--- config.mk ---
export PLATFORM = sky130hd
export DESIGN_NAME = epp_cycle_engine
export DESIGN_NICKNAME = d
export VERILOG_FILES = /design/src/design/epp_pkg.sv /design/src/design/epp_watchdog.sv /design/src/design/epp_cycle_engine.sv
export SDC_FILE = /design/constraint.sdc
export NUM_CORES = 1
export LEC_CHECK = 0
export ABC_CLOCK_PERIOD_IN_PS = 3750
export BUFFER_PORTS_ARGS = -buffer_cell sky130_fd_sc_hd__buf_2
export CAP_MARGIN = 30
export CORE_UTILIZATION = 50
export CTS_BUF_LIST = sky130_fd_sc_hd__clkbuf_8
export DETAILED_ROUTE_END_ITERATION = 10
export PLACE_DENSITY = 0.83
export SLEW_MARGIN = 0
export SYNTH_ARGS = -nofsm -noshare
export SYNTH_HDL_FRONTEND = slang
export SYNTH_HIERARCHICAL = 1
export SYNTH_SLANG_ARGS = --single-unit
--- constraint.sdc ---
create_clock -name ref_clk -period 3.75 [get_ports ref_clk]
set_clock_uncertainty 0.1 [all_clocks]
set_input_delay 0.375 -clock ref_clk [delete_from_list [all_inputs] [get_ports ref_clk]]
set_output_delay 0.375 -clock ref_clk [all_outputs]
set_load 0.05 [all_outputs]
--- src/design/epp_pkg.sv ---
/*
 package for the epp cycle engine: register offsets, control and status
 bit positions, reset values, timing constants and carrier structs.
 assumes a 100 MHz system clock.
*/
package epp_pkg;

	localparam logic [2:0] off_data     = 3'h0;
	localparam logic [2:0] off_status   = 3'h1;
	localparam logic [2:0] off_control  = 3'h2;
	localparam logic [2:0] off_epp_addr = 3'h3;
	localparam logic [2:0] off_epp_data = 3'h4;

	localparam int bit_strobe   = 0;
	localparam int bit_autofeed = 1;
	localparam int bit_init     = 2;
	localparam int bit_selin    = 3;
	localparam int bit_irqe     = 4;
	localparam int bit_dir      = 5;
	localparam int bit_timeout  = 0;

	localparam logic [5:0] control_reset = 6'h00;
	localparam logic [7:0] data_reset    = 8'h00;

	localparam int clk_period_ns = 10;
	localparam int watchdog_us   = 10;
	localparam int watchdog_cycles = (watchdog_us * 1000) / clk_period_ns;
	localparam logic [10:0] watchdog_load = 11'(watchdog_cycles);

	typedef enum logic [1:0]
	{
		mode_spp   = 2'h0,
		mode_bidir = 2'h1,
		mode_epp19 = 2'h2,
		mode_epp17 = 2'h3
	} port_mode_t;

	typedef struct packed
	{
		logic [2:0] addr;
		logic [7:0] wdata;
		logic       wr;
		logic       rd;
	} reg_req_t;

	typedef struct packed
	{
		logic       data_cycle_strobe_n;
		logic       addr_cycle_strobe_n;
		logic       write_direction_out_n;
		logic       strobe_n;
		logic       autofeed_n;
		logic       init_n;
		logic       select_in_n;
	} ctrl_pins_t;

endpackage

--- src/design/epp_watchdog.sv ---
/*
 watchdog for epp cycles: loaded at start, counts down, flags expiry.
 assumes the engine holds run high for the guarded interval only.
*/
`timescale 1ns/1ps
module epp_watchdog
(
	input  wire logic ref_clk,
	input  wire logic sys_rst,
	input  wire logic run,
	output logic      expired
);
	import epp_pkg::*;

	logic [10:0] count_q;

	// reload whenever idle, count while guarded
	always_ff @(posedge ref_clk)
	begin
		if (sys_rst || !run)
			count_q <= watchdog_load;
		else if (count_q != 11'h000)
			count_q <= count_q - 11'h001;
	end

	assign expired = run && (count_q == 11'h000);

endmodule

--- src/design/epp_cycle_engine.sv ---
/*
 epp cycle engine: turns register reads and writes at offsets 3..7 into
 epp address or data handshakes, holding the host until the peripheral
 answers or the watchdog trips. outside cycles the port is a plain
 standard or bidirectional parallel port.
 assumes one 100 MHz clock, synchronous pins, and a host that waits on
 the busy output before issuing the next access.
*/
// Design decisions made here: the strobed register port and the register offsets.
//
// Operation
// - outside epp cycles, pins follow control register; direction follows direction bit, except in spp mode where the bus is always driven.
// - epp 1.9 watchdog times start of cycle to hold line released.
// - watchdog expiry aborts the cycle and sets status bit 0.
// - active strobe bit forces write direction and write output during cycles; code leaves the write output on the direction bit in st_arm.
// - write with direction bit set becomes a read, no error flagged.
// - 1.9 write waits for hold line low before touching strobes.
// - 1.9 write drives byte and write first, then asserts strobe.
// - after hold line release, strobe drops and host write completes.
// - 1.9 read waits for hold line low before write or strobe.
// - 1.9 read floats bus, deasserts write, then asserts strobe.
// - on release, capture bus byte, drop strobe, return data to host.
// - epp 1.7 watchdog also times start of cycle to hold line released, 10 us.
// - 1.7 write follows direction bit, drives byte, stretches while line low.
// - 1.7 write ends by dropping strobe and holding byte on bus.
// - 1.7 read floats bus, strobes, stretches while line low, then ends.
// - write, strobes and reset outputs active low; interrupt passes uninverted.
// - only the write output and bus enable are overridable by control register in cycles.
// - timeout clears on status read when not selected, or on write one when selected.
// - offset 3 starts address cycles, offsets 4..7 data, epp mode only.
`timescale 1ns/1ps
module epp_cycle_engine
(
	input  wire logic                 ref_clk,
	input  wire logic                 sys_rst,
	input  wire epp_pkg::port_mode_t  port_mode,
	input  wire logic                 timeout_clear_select,
	input  wire logic [2:0]           reg_addr,
	input  wire logic [7:0]           reg_wdata,
	input  wire logic                 reg_wr,
	input  wire logic                 reg_rd,
	output logic [7:0]                reg_rdata,
	output logic                      reg_busy,
	output logic                      reg_done,
	input  wire logic [7:0]           parallel_byte_in,
	output logic [7:0]                parallel_byte_out,
	output logic                      parallel_byte_oe_n,
	input  wire logic                 peripheral_hold_line_n,
	input  wire logic                 peripheral_interrupt_in,
	input  wire logic                 error_in_n,
	input  wire logic                 select_in,
	input  wire logic                 paper_end_in,
	input  wire logic                 ack_in_n,
	output epp_pkg::ctrl_pins_t       ctrl_pins,
	output logic                      peripheral_reset_n,
	output logic                      interrupt_request
);
	import epp_pkg::*;

	typedef enum logic [5:0]
	{
		st_idle   = 6'b000001,
		st_arm    = 6'b000010,
		st_setup  = 6'b000100,
		st_strobe = 6'b001000,
		st_finish = 6'b010000,
		st_ack    = 6'b100000
	} cycle_state_t;

	cycle_state_t state_q;
	cycle_state_t state_d;
	reg_req_t     req;
	logic [5:0]   control_q;
	logic [7:0]   data_q;
	logic [7:0]   latch_q;
	logic [7:0]   rdata_q;
	logic         done_q;
	logic         timeout_q;
	logic         is_addr_q;
	logic         is_write_q;
	logic         is_epp;
	logic         is_v17;
	logic         epp_hit;
	logic         start;
	logic         in_cycle;
	logic         wd_run;
	logic         wd_expired;
	logic         hold_low;
	logic         strobe_on;
	logic         drive_bus;
	logic         status_rd;
	logic [7:0]   status_byte;

	assign req = '{addr: reg_addr, wdata: reg_wdata, wr: reg_wr, rd: reg_rd};
	assign is_epp   = (port_mode == mode_epp19) || (port_mode == mode_epp17);
	assign is_v17   = (port_mode == mode_epp17);
	assign epp_hit  = is_epp && (req.addr >= off_epp_addr);
	assign start    = (state_q == st_idle) && epp_hit && (req.wr || req.rd);
	assign in_cycle = (state_q != st_idle);
	assign hold_low = !peripheral_hold_line_n;
	assign status_rd = req.rd && (req.addr == off_status) && !in_cycle;

	// 1.9 and 1.7 both guard start to release, not finish or ack
	assign wd_run = in_cycle && (state_q != st_finish) && (state_q != st_ack);

	epp_watchdog u_watchdog
	(
		.ref_clk (ref_clk),
		.sys_rst (sys_rst),
		.run     (wd_run),
		.expired (wd_expired)
	);

	// cycle sequencer
	always_comb
	begin
		state_d = state_q;
		case (state_q)
			st_idle:
				if (start)
					state_d = st_arm;
			st_arm:
				if (wd_expired)
					state_d = st_finish;
				else if (is_v17 || hold_low)
					state_d = st_setup;
			st_setup:
				state_d = st_strobe;
			st_strobe:
				if (wd_expired)
					state_d = st_finish;
				else if (!hold_low)
					state_d = st_finish;
			st_finish:
				state_d = st_ack;
			st_ack:
				state_d = st_idle;
			default:
				state_d = st_idle;
		endcase
	end

	always_ff @(posedge ref_clk)
	begin
		if (sys_rst)
			state_q <= st_idle;
		else
			state_q <= state_d;
	end

	// cycle kind captured at start; write with direction bit set reads instead
	always_ff @(posedge ref_clk)
	begin
		if (sys_rst)
		begin
			is_addr_q  <= 1'b0;
			is_write_q <= 1'b0;
		end
		else if (start)
		begin
			is_addr_q  <= (req.addr == off_epp_addr);
			is_write_q <= req.wr && !control_q[bit_dir];
		end
	end

	// control and data registers shared by standard and epp use
	always_ff @(posedge ref_clk)
	begin
		if (sys_rst)
		begin
			control_q <= control_reset;
			data_q    <= data_reset;
		end
		else if (req.wr && !in_cycle)
		begin
			if (req.addr == off_control)
				control_q <= req.wdata[5:0];
			if (req.addr == off_data)
				data_q <= req.wdata;
		end
	end

	// byte driven on the bus: epp write byte, latched through termination
	always_ff @(posedge ref_clk)
	begin
		if (sys_rst)
			latch_q <= data_reset;
		else if (start && req.wr)
			latch_q <= req.wdata;
		else if (req.wr && !in_cycle && req.addr == off_data)
			latch_q <= req.wdata;
	end

	// timeout flag: set wins over clear
	always_ff @(posedge ref_clk)
	begin
		if (sys_rst)
			timeout_q <= 1'b0;
		else if (wd_expired)
			timeout_q <= 1'b1;
		else if (!timeout_clear_select && status_rd)
			timeout_q <= 1'b0;
		else if (timeout_clear_select && req.wr && !in_cycle && req.addr == off_status
			&& req.wdata[bit_timeout])
			timeout_q <= 1'b0;
	end

	assign status_byte = {!peripheral_hold_line_n, ack_in_n, paper_end_in, select_in,
		error_in_n, 2'b00, timeout_q};

	// read data: captured byte on release, or register contents
	always_ff @(posedge ref_clk)
	begin
		if (sys_rst)
		begin
			rdata_q <= 8'h00;
			done_q  <= 1'b0;
		end
		else
		begin
			done_q <= (state_q == st_finish) || (req.rd && !in_cycle && !start)
				|| (req.wr && !in_cycle && !start);
			if (state_q == st_strobe && !hold_low && !is_write_q)
				rdata_q <= parallel_byte_in;
			else if (req.rd && !in_cycle && !start)
			begin
				case (req.addr)
					off_data:    rdata_q <= parallel_byte_in;
					off_status:  rdata_q <= status_byte;
					off_control: rdata_q <= {2'b00, control_q};
					default:     rdata_q <= 8'h00;
				endcase
			end
		end
	end

	assign reg_rdata = rdata_q;
	assign reg_done  = done_q;
	assign reg_busy  = in_cycle;

	// pin drive
	assign strobe_on = (state_q == st_strobe);
	assign drive_bus = in_cycle ? (is_write_q || control_q[bit_strobe])
		: (port_mode == mode_spp) || !control_q[bit_dir];

	always_comb
	begin
		ctrl_pins.strobe_n      = !control_q[bit_strobe];
		ctrl_pins.autofeed_n    = !control_q[bit_autofeed];
		ctrl_pins.init_n        = control_q[bit_init];
		ctrl_pins.select_in_n   = !control_q[bit_selin];
		ctrl_pins.data_cycle_strobe_n = !(strobe_on && !is_addr_q);
		ctrl_pins.addr_cycle_strobe_n = !(strobe_on && is_addr_q);
		if (in_cycle && state_q != st_arm)
			ctrl_pins.write_direction_out_n = !(is_write_q || control_q[bit_strobe]);
		else
			ctrl_pins.write_direction_out_n = control_q[bit_dir];
		if (is_epp && in_cycle)
		begin
			ctrl_pins.autofeed_n  = ctrl_pins.data_cycle_strobe_n;
			ctrl_pins.select_in_n = ctrl_pins.addr_cycle_strobe_n;
		end
	end

	assign parallel_byte_out  = latch_q;
	assign parallel_byte_oe_n = !drive_bus;
	assign peripheral_reset_n = control_q[bit_init];
	assign interrupt_request  = peripheral_interrupt_in && control_q[bit_irqe];

endmodule

======== Word level (Yosys, flattened, before mapping) ========
Index checks and enable logic that the tools add are counted.
cells by class
  $add $sub $neg .......................... 1
  $mul .................................... 0
  divide/modulo/power cells ............... 0
  order comparisons ....................... 1
  equal/unequal tests ..................... 17
  shift-type cells ........................ 0
  muxes and demuxes ....................... 18
  bitwise operators ....................... 0
  reduce and logical (&&, ||, !) cells .... 59
operator list
  kind                                                 number
  2-to-1 mux 8 bit                                     4
  2-to-1 mux 6 bit                                     5
  case mux 6 bit (5 select lines)                      1
  logical AND 1 bit                                    27
  case mux 8 bit (3 select lines)                      1
  zero test 1 bit                                      15
  zero test 11 bit                                     1
  nonzero test 11 bit                                  1
  subtractor 11 x 1 -> 11 bit, second input constant   1
  logical OR 1 bit                                     8
  2-to-1 mux 1 bit                                     7
  equality test 3 x 2 -> 1 bit, second input constant  2
  equality test 6 x 1 -> 1 bit, second input constant  1
  equality test 6 x 2 -> 1 bit, second input constant  1
  equality test 6 x 3 -> 1 bit, second input constant  1
  equality test 6 x 4 -> 1 bit, second input constant  1
  equality test 6 x 5 -> 1 bit, second input constant  1
  != test 3 x 2 -> 1 bit, second input constant        2
  != test 6 x 1 -> 1 bit, second input constant        1
  != test 6 x 2 -> 1 bit, second input constant        1
  != test 6 x 5 -> 1 bit, second input constant        1
  != test 6 bit, second input constant                 1
  equality test 2 bit, second input constant           2
  nonzero test 2 bit                                   2
  other kinds (8)                                      8
storage, ports and cells
  flip-flop bits (word level) ............. 43
  bits in latches ......................... 0
  bits in writable memories ............... 0
  ROM bits ................................ 0
  bits of input ports ..................... 32
  output and inout port bits .............. 28
  word-level logic and storage cells ...... 105
  memories kept ........................... 0

======== Depth between registers and ports, before layout ========
  depth after elaboration ................. 9
  depth in mapped cells ................... 9
  mapped depth without buffers ............ 9

======== By module ========
The synthesis kept the hierarchy.
by module, submodules not included
  module            times used  cells an instance  area an instance (um^2)  sequential area each (um^2)
  epp_cycle_engine  1           215                1,843.0                  640.6
  epp_watchdog      1           66                 603.1                    220.2

======== Worst setup path after synthesis ========
Ideal clock, no wire load.
  path type ............................... reg-to-output
  start point ............................. register state_q[1]
  end point ............................... output port parallel_byte_oe_n
  arrival time ............................ 2.410 ns
  required time ........................... 3.275 ns
  path slack .............................. 0.865 ns
  cell stages (with the launch flop) ...... 6
  path buffers ............................ 1
  path through ............................ dfxtp_1 buf_6 or4b_4 nor2_4 inv_4 o21ai_0
between the ends
  word-level cells in the longest chain between the ends .. 3
RTL lines
  what                    RTL line                 source
  start, declared         epp_cycle_engine.sv:70   cycle_state_t state_q;
  start signal, assigned  epp_cycle_engine.sv:146  state_q <= st_idle;
  start signal, assigned  epp_cycle_engine.sv:148  state_q <= state_d;
  != test 6 x 1 -> 1 bit  epp_cycle_engine.sv:99   assign in_cycle = (state_q != st_idle);
  named net reg_busy      epp_cycle_engine.sv:43   output logic reg_busy,
  2-to-1 mux 1 bit        epp_cycle_engine.sv:243  assign drive_bus = in_cycle ? (is_write_q || control_q[bit_strobe])
  zero test 1 bit         epp_cycle_engine.sv:266  assign parallel_byte_oe_n = !drive_bus;
  end, declared           epp_cycle_engine.sv:47   output logic parallel_byte_oe_n,
The timed path passes the listed nets, and every way through them passes these cells.

==> results.txt <==
Outcome: completed
Yosys warning count: 6
Worst reg-to-reg path cell count: 9
DR iter-0 viols: 150
Port bufs: 59
Post-DP Area: 0.002766 mm2
# setup viols final: 0
Vias: 2394
Synthesized instance count: 281
CTS tree: done
Final hold violation count: 0
Largest family of logic cells by synthesized area: simple AND/OR/NAND/NOR gates
Initial antenna violation count: 0
Post-layout minimum cycle time: 2562 ps
WHS Path Cells: 3
Worst setup EP type: output pin
Final Cell Area: 0.002869 mm2
Antenna cells: 0
Share of cells above drive strength 1: 0.2567
Post-DP HPWL: 4.495 mm
Beginning of the worst hold path: parallel_byte_in[5]
Synth area leader: dfxtp_1
Worst Path Max Fanout: 9
Final Max Tran Viols: 0
R2R Setup Slk: 1320 ps
Sequential share of the synthesized area: 0.3519
# fillers: 426
Cts repair resizes: 0
Slowest stage delay, CP: 630 ps
RSZ-0062 raised after global routing: no
Register bit total from synthesis: 43
CTS Root Cell: clkbuf_8
Routed WL per cell: 15.32 um
Critical Path RT: 3270 ps
Core area: 0.004723 mm2
Drt drc: 0
Clk sinks: 43
Vias in the first global route: 2255
Reg2reg end: state_q[3]
I/O Pins: 60
Multiplexer area fraction after synthesis: 0.07570
CTS Buf Count: 5
Total Routing Usage GR: 0.2487
Critical path data arrival time: 2090 ps
Row cnt: 25
PnR Total Power: 1222 uW
Layout area overhead: 17.29%
Area occupied by multi-input gates: 0.001475 mm2
Synth Area in Compound Gates: 0.2445
Family with the most delay on the worst path: simple AND/OR/NAND/NOR gates
CP Buf/Inv Count: 1
Post-Synth Simple-Gate Area: 0.2691
Setup tns final: 0 ps
Maximum buffer depth of the clock tree: 2
Vias per std cell: 5.955
Worst-path cell chain: or4b_4 > nor2_4 > nor2_1 > mux2_2 > buf_2
MaxCap Viol Count: 0
Post-CTS setup buffers: 0
First-pass GRT wire length: 10.25 mm
Hold endpoint: reg_rdata[5]
Synth Area in Adders: 0.01023
Async set or reset register ratio after synthesis: 0
Max VDD drop: 0.0002699 V
Top post-synthesis cells by area: dfxtp_1 (35%), mux2i_1 (5.7%), a21oi_1 (4.1%)
Synth Net Count: 315
Pwr Density: 425.9 mW/mm2
EDFF count, synth: 0
Crit-path slowest cell: or4b_4
# H-tree levels: 2
Hold_buf cts: 0
Final period utilization: 0.6833
Final wirelength: 6.159 mm
DRT Pass-1 Iters: 4
Congestion Overflow GR: 0
Area share of the largest cell type after synthesis: 0.3519
Slew HR: 0.4668
Worst setup SP type: flip-flop
Hold Path Class: input port to flip-flop
Syn_area_per_cell: 8.705 um2
Antenna Nets Post-Route: 0
Die ar.: 0.005176 mm2
LEAKAGE: 0.001144 uW
Top_reg_cell synth: dfxtp_1
Slew @ Worst Pin: 792.7 ps
Chip width: 71.95 um
Synthesized area: 0.002446 mm2
Clk slew on worst S/H paths: 90 ps
Final nets: 369
Largest net degree at the start of global routing: 35
Initial Util: 0.5179
Later-pin clock latency in the skew report: 300 ps
Synth unique cells: 62
Post-Synth XOR/XNOR Area: 0.003581
Register Area: 860.8 um2
FMAX: 0.3902 GHz
Gpl congestion: 0.9337
Critical path class: flip-flop to output pin
Worst r2r src: u_watchdog/count_q[0]
Die extent in y: 71.95 um
[worst min-delay path: stages]
cell	delay (ps)
buf_2	90
a22oi_1	60
o31ai_1	60
[cells in the mapped netlist, types with 5 or more instances]
library cell	n
nor2b_1	10
clkbuf_1	7
o31ai_1	9
mux2i_1	14
nand3_1	17
o21ai_0	20
inv_1	12
nor3_1	6
nand2_1	11
o211ai_1	5
nor2_1	18
dfxtp_1	43
a21oi_1	20
nand2b_1	5
[final cells by class]
cell class	instances	share of cell area
multi-input cells	213	0.5142
flip-flops and latches	43	0.3000
repair buffers	59	0.1029
well taps	67	0.02922
clock buffers	5	0.02399
inverters	13	0.01788
clock inverters	2	0.01177
[worst max path at each step]
| stage | from | endpoint | slack (ps) | depth (start not counted) |
|---|---|---|---|---|
| 6_report | state_q[1] | ctrl_pins[4] | 1190 | 5 |
| 4_1_cts | state_q[0] | ctrl_pins[4] | 1180 | 5 |
| 3_3_place_gp | u_watchdog/count_q[8] | state_q[3] | 1430 | 7 |
| 5_1_grt | state_q[0] | ctrl_pins[0] | 1070 | 6 |
| 3_5_place_dp | u_watchdog/count_q[8] | state_q[3] | 1340 | 7 |
| 2_1_floorplan | state_q[1] | parallel_byte_oe_n | 870 | 5 |
[state kept, by name, indices dropped and copies added (netlist names)]
| signal | cells |
|---|---|
| is_addr_q | 1 |
| reg_done | 1 |
| is_write_q | 1 |
| timeout_q | 1 |
| control_q | 6 |
| state_q | 6 |
| u_watchdog/count_q | 11 |
| reg_rdata | 8 |
| parallel_byte_out | 8 |
[routing by layer]
layer	GRT usage	wire length, um
met5	0	0
met3	0.05417	383
met1	0.3117	2704
met2	0.4203	2950
met4	0.09368	120
[report_power, final]
part	switching (uW)	total [uW]	leakage, uW	internal (uW)
sequential	27.0	508	0.000349	481
combinational	243	363	0.000739	120
clock	158	351	0.0000554	193
[metrics by stage]
| step | worst slack (ps) | cells | utilization | hold WS [ps] |
|---|---|---|---|---|
| 2_1_floorplan | 865.1 | 281 | - | 348.0 |
| 4_1_cts | 1175 | 402 | 0.6074 | 197.9 |
| 3_3_place_gp | 1428 | 395 | 0.5857 | 355.9 |
| 3_5_place_dp | 1338 | 395 | 0.5857 | 356.7 |
| 5_1_grt | 1067 | 402 | 0.6074 | 212.2 |
| 6_report | 1188 | 402 | 0.6074 | 211.3 |
[cell families after synthesis]
kind of cell    Yosys count
compound gates           87
flops                    43
simple gates            105
mux                      18
xor+xnor                  1
fa+ha+maj                 2
buf+inv                  25
[cell usage in the layout (no fill, tap or decap), types with 2 or more instances in the layout]
cell and count:
o2bb2ai_1 4, and3_1 4, and2_1 3, a22oi_1 4, a21oi_1 20, a2111o_1 2
o31ai_1 9, buf_2 59, a32oi_1 4, o311ai_0 3, o21ai_0 20, nor4_4 2
nor3b_1 2, a21boi_0 3, nor2b_1 10, or3_2 3, nand3_1 17, o21a_1 2
mux2i_1 14, clkbuf_8 5, dfxtp_1 43, ha_1 2, o211ai_1 5, nand2_1 11
mux2_2 4, or2_2 2, nand4b_1 2, nor3_1 6, and4_1 2, nand4_1 4
or3_1 3, nand2b_1 5, inv_1 13, nor2_1 18
No activity file was read; power rests on OpenSTA's default activity.
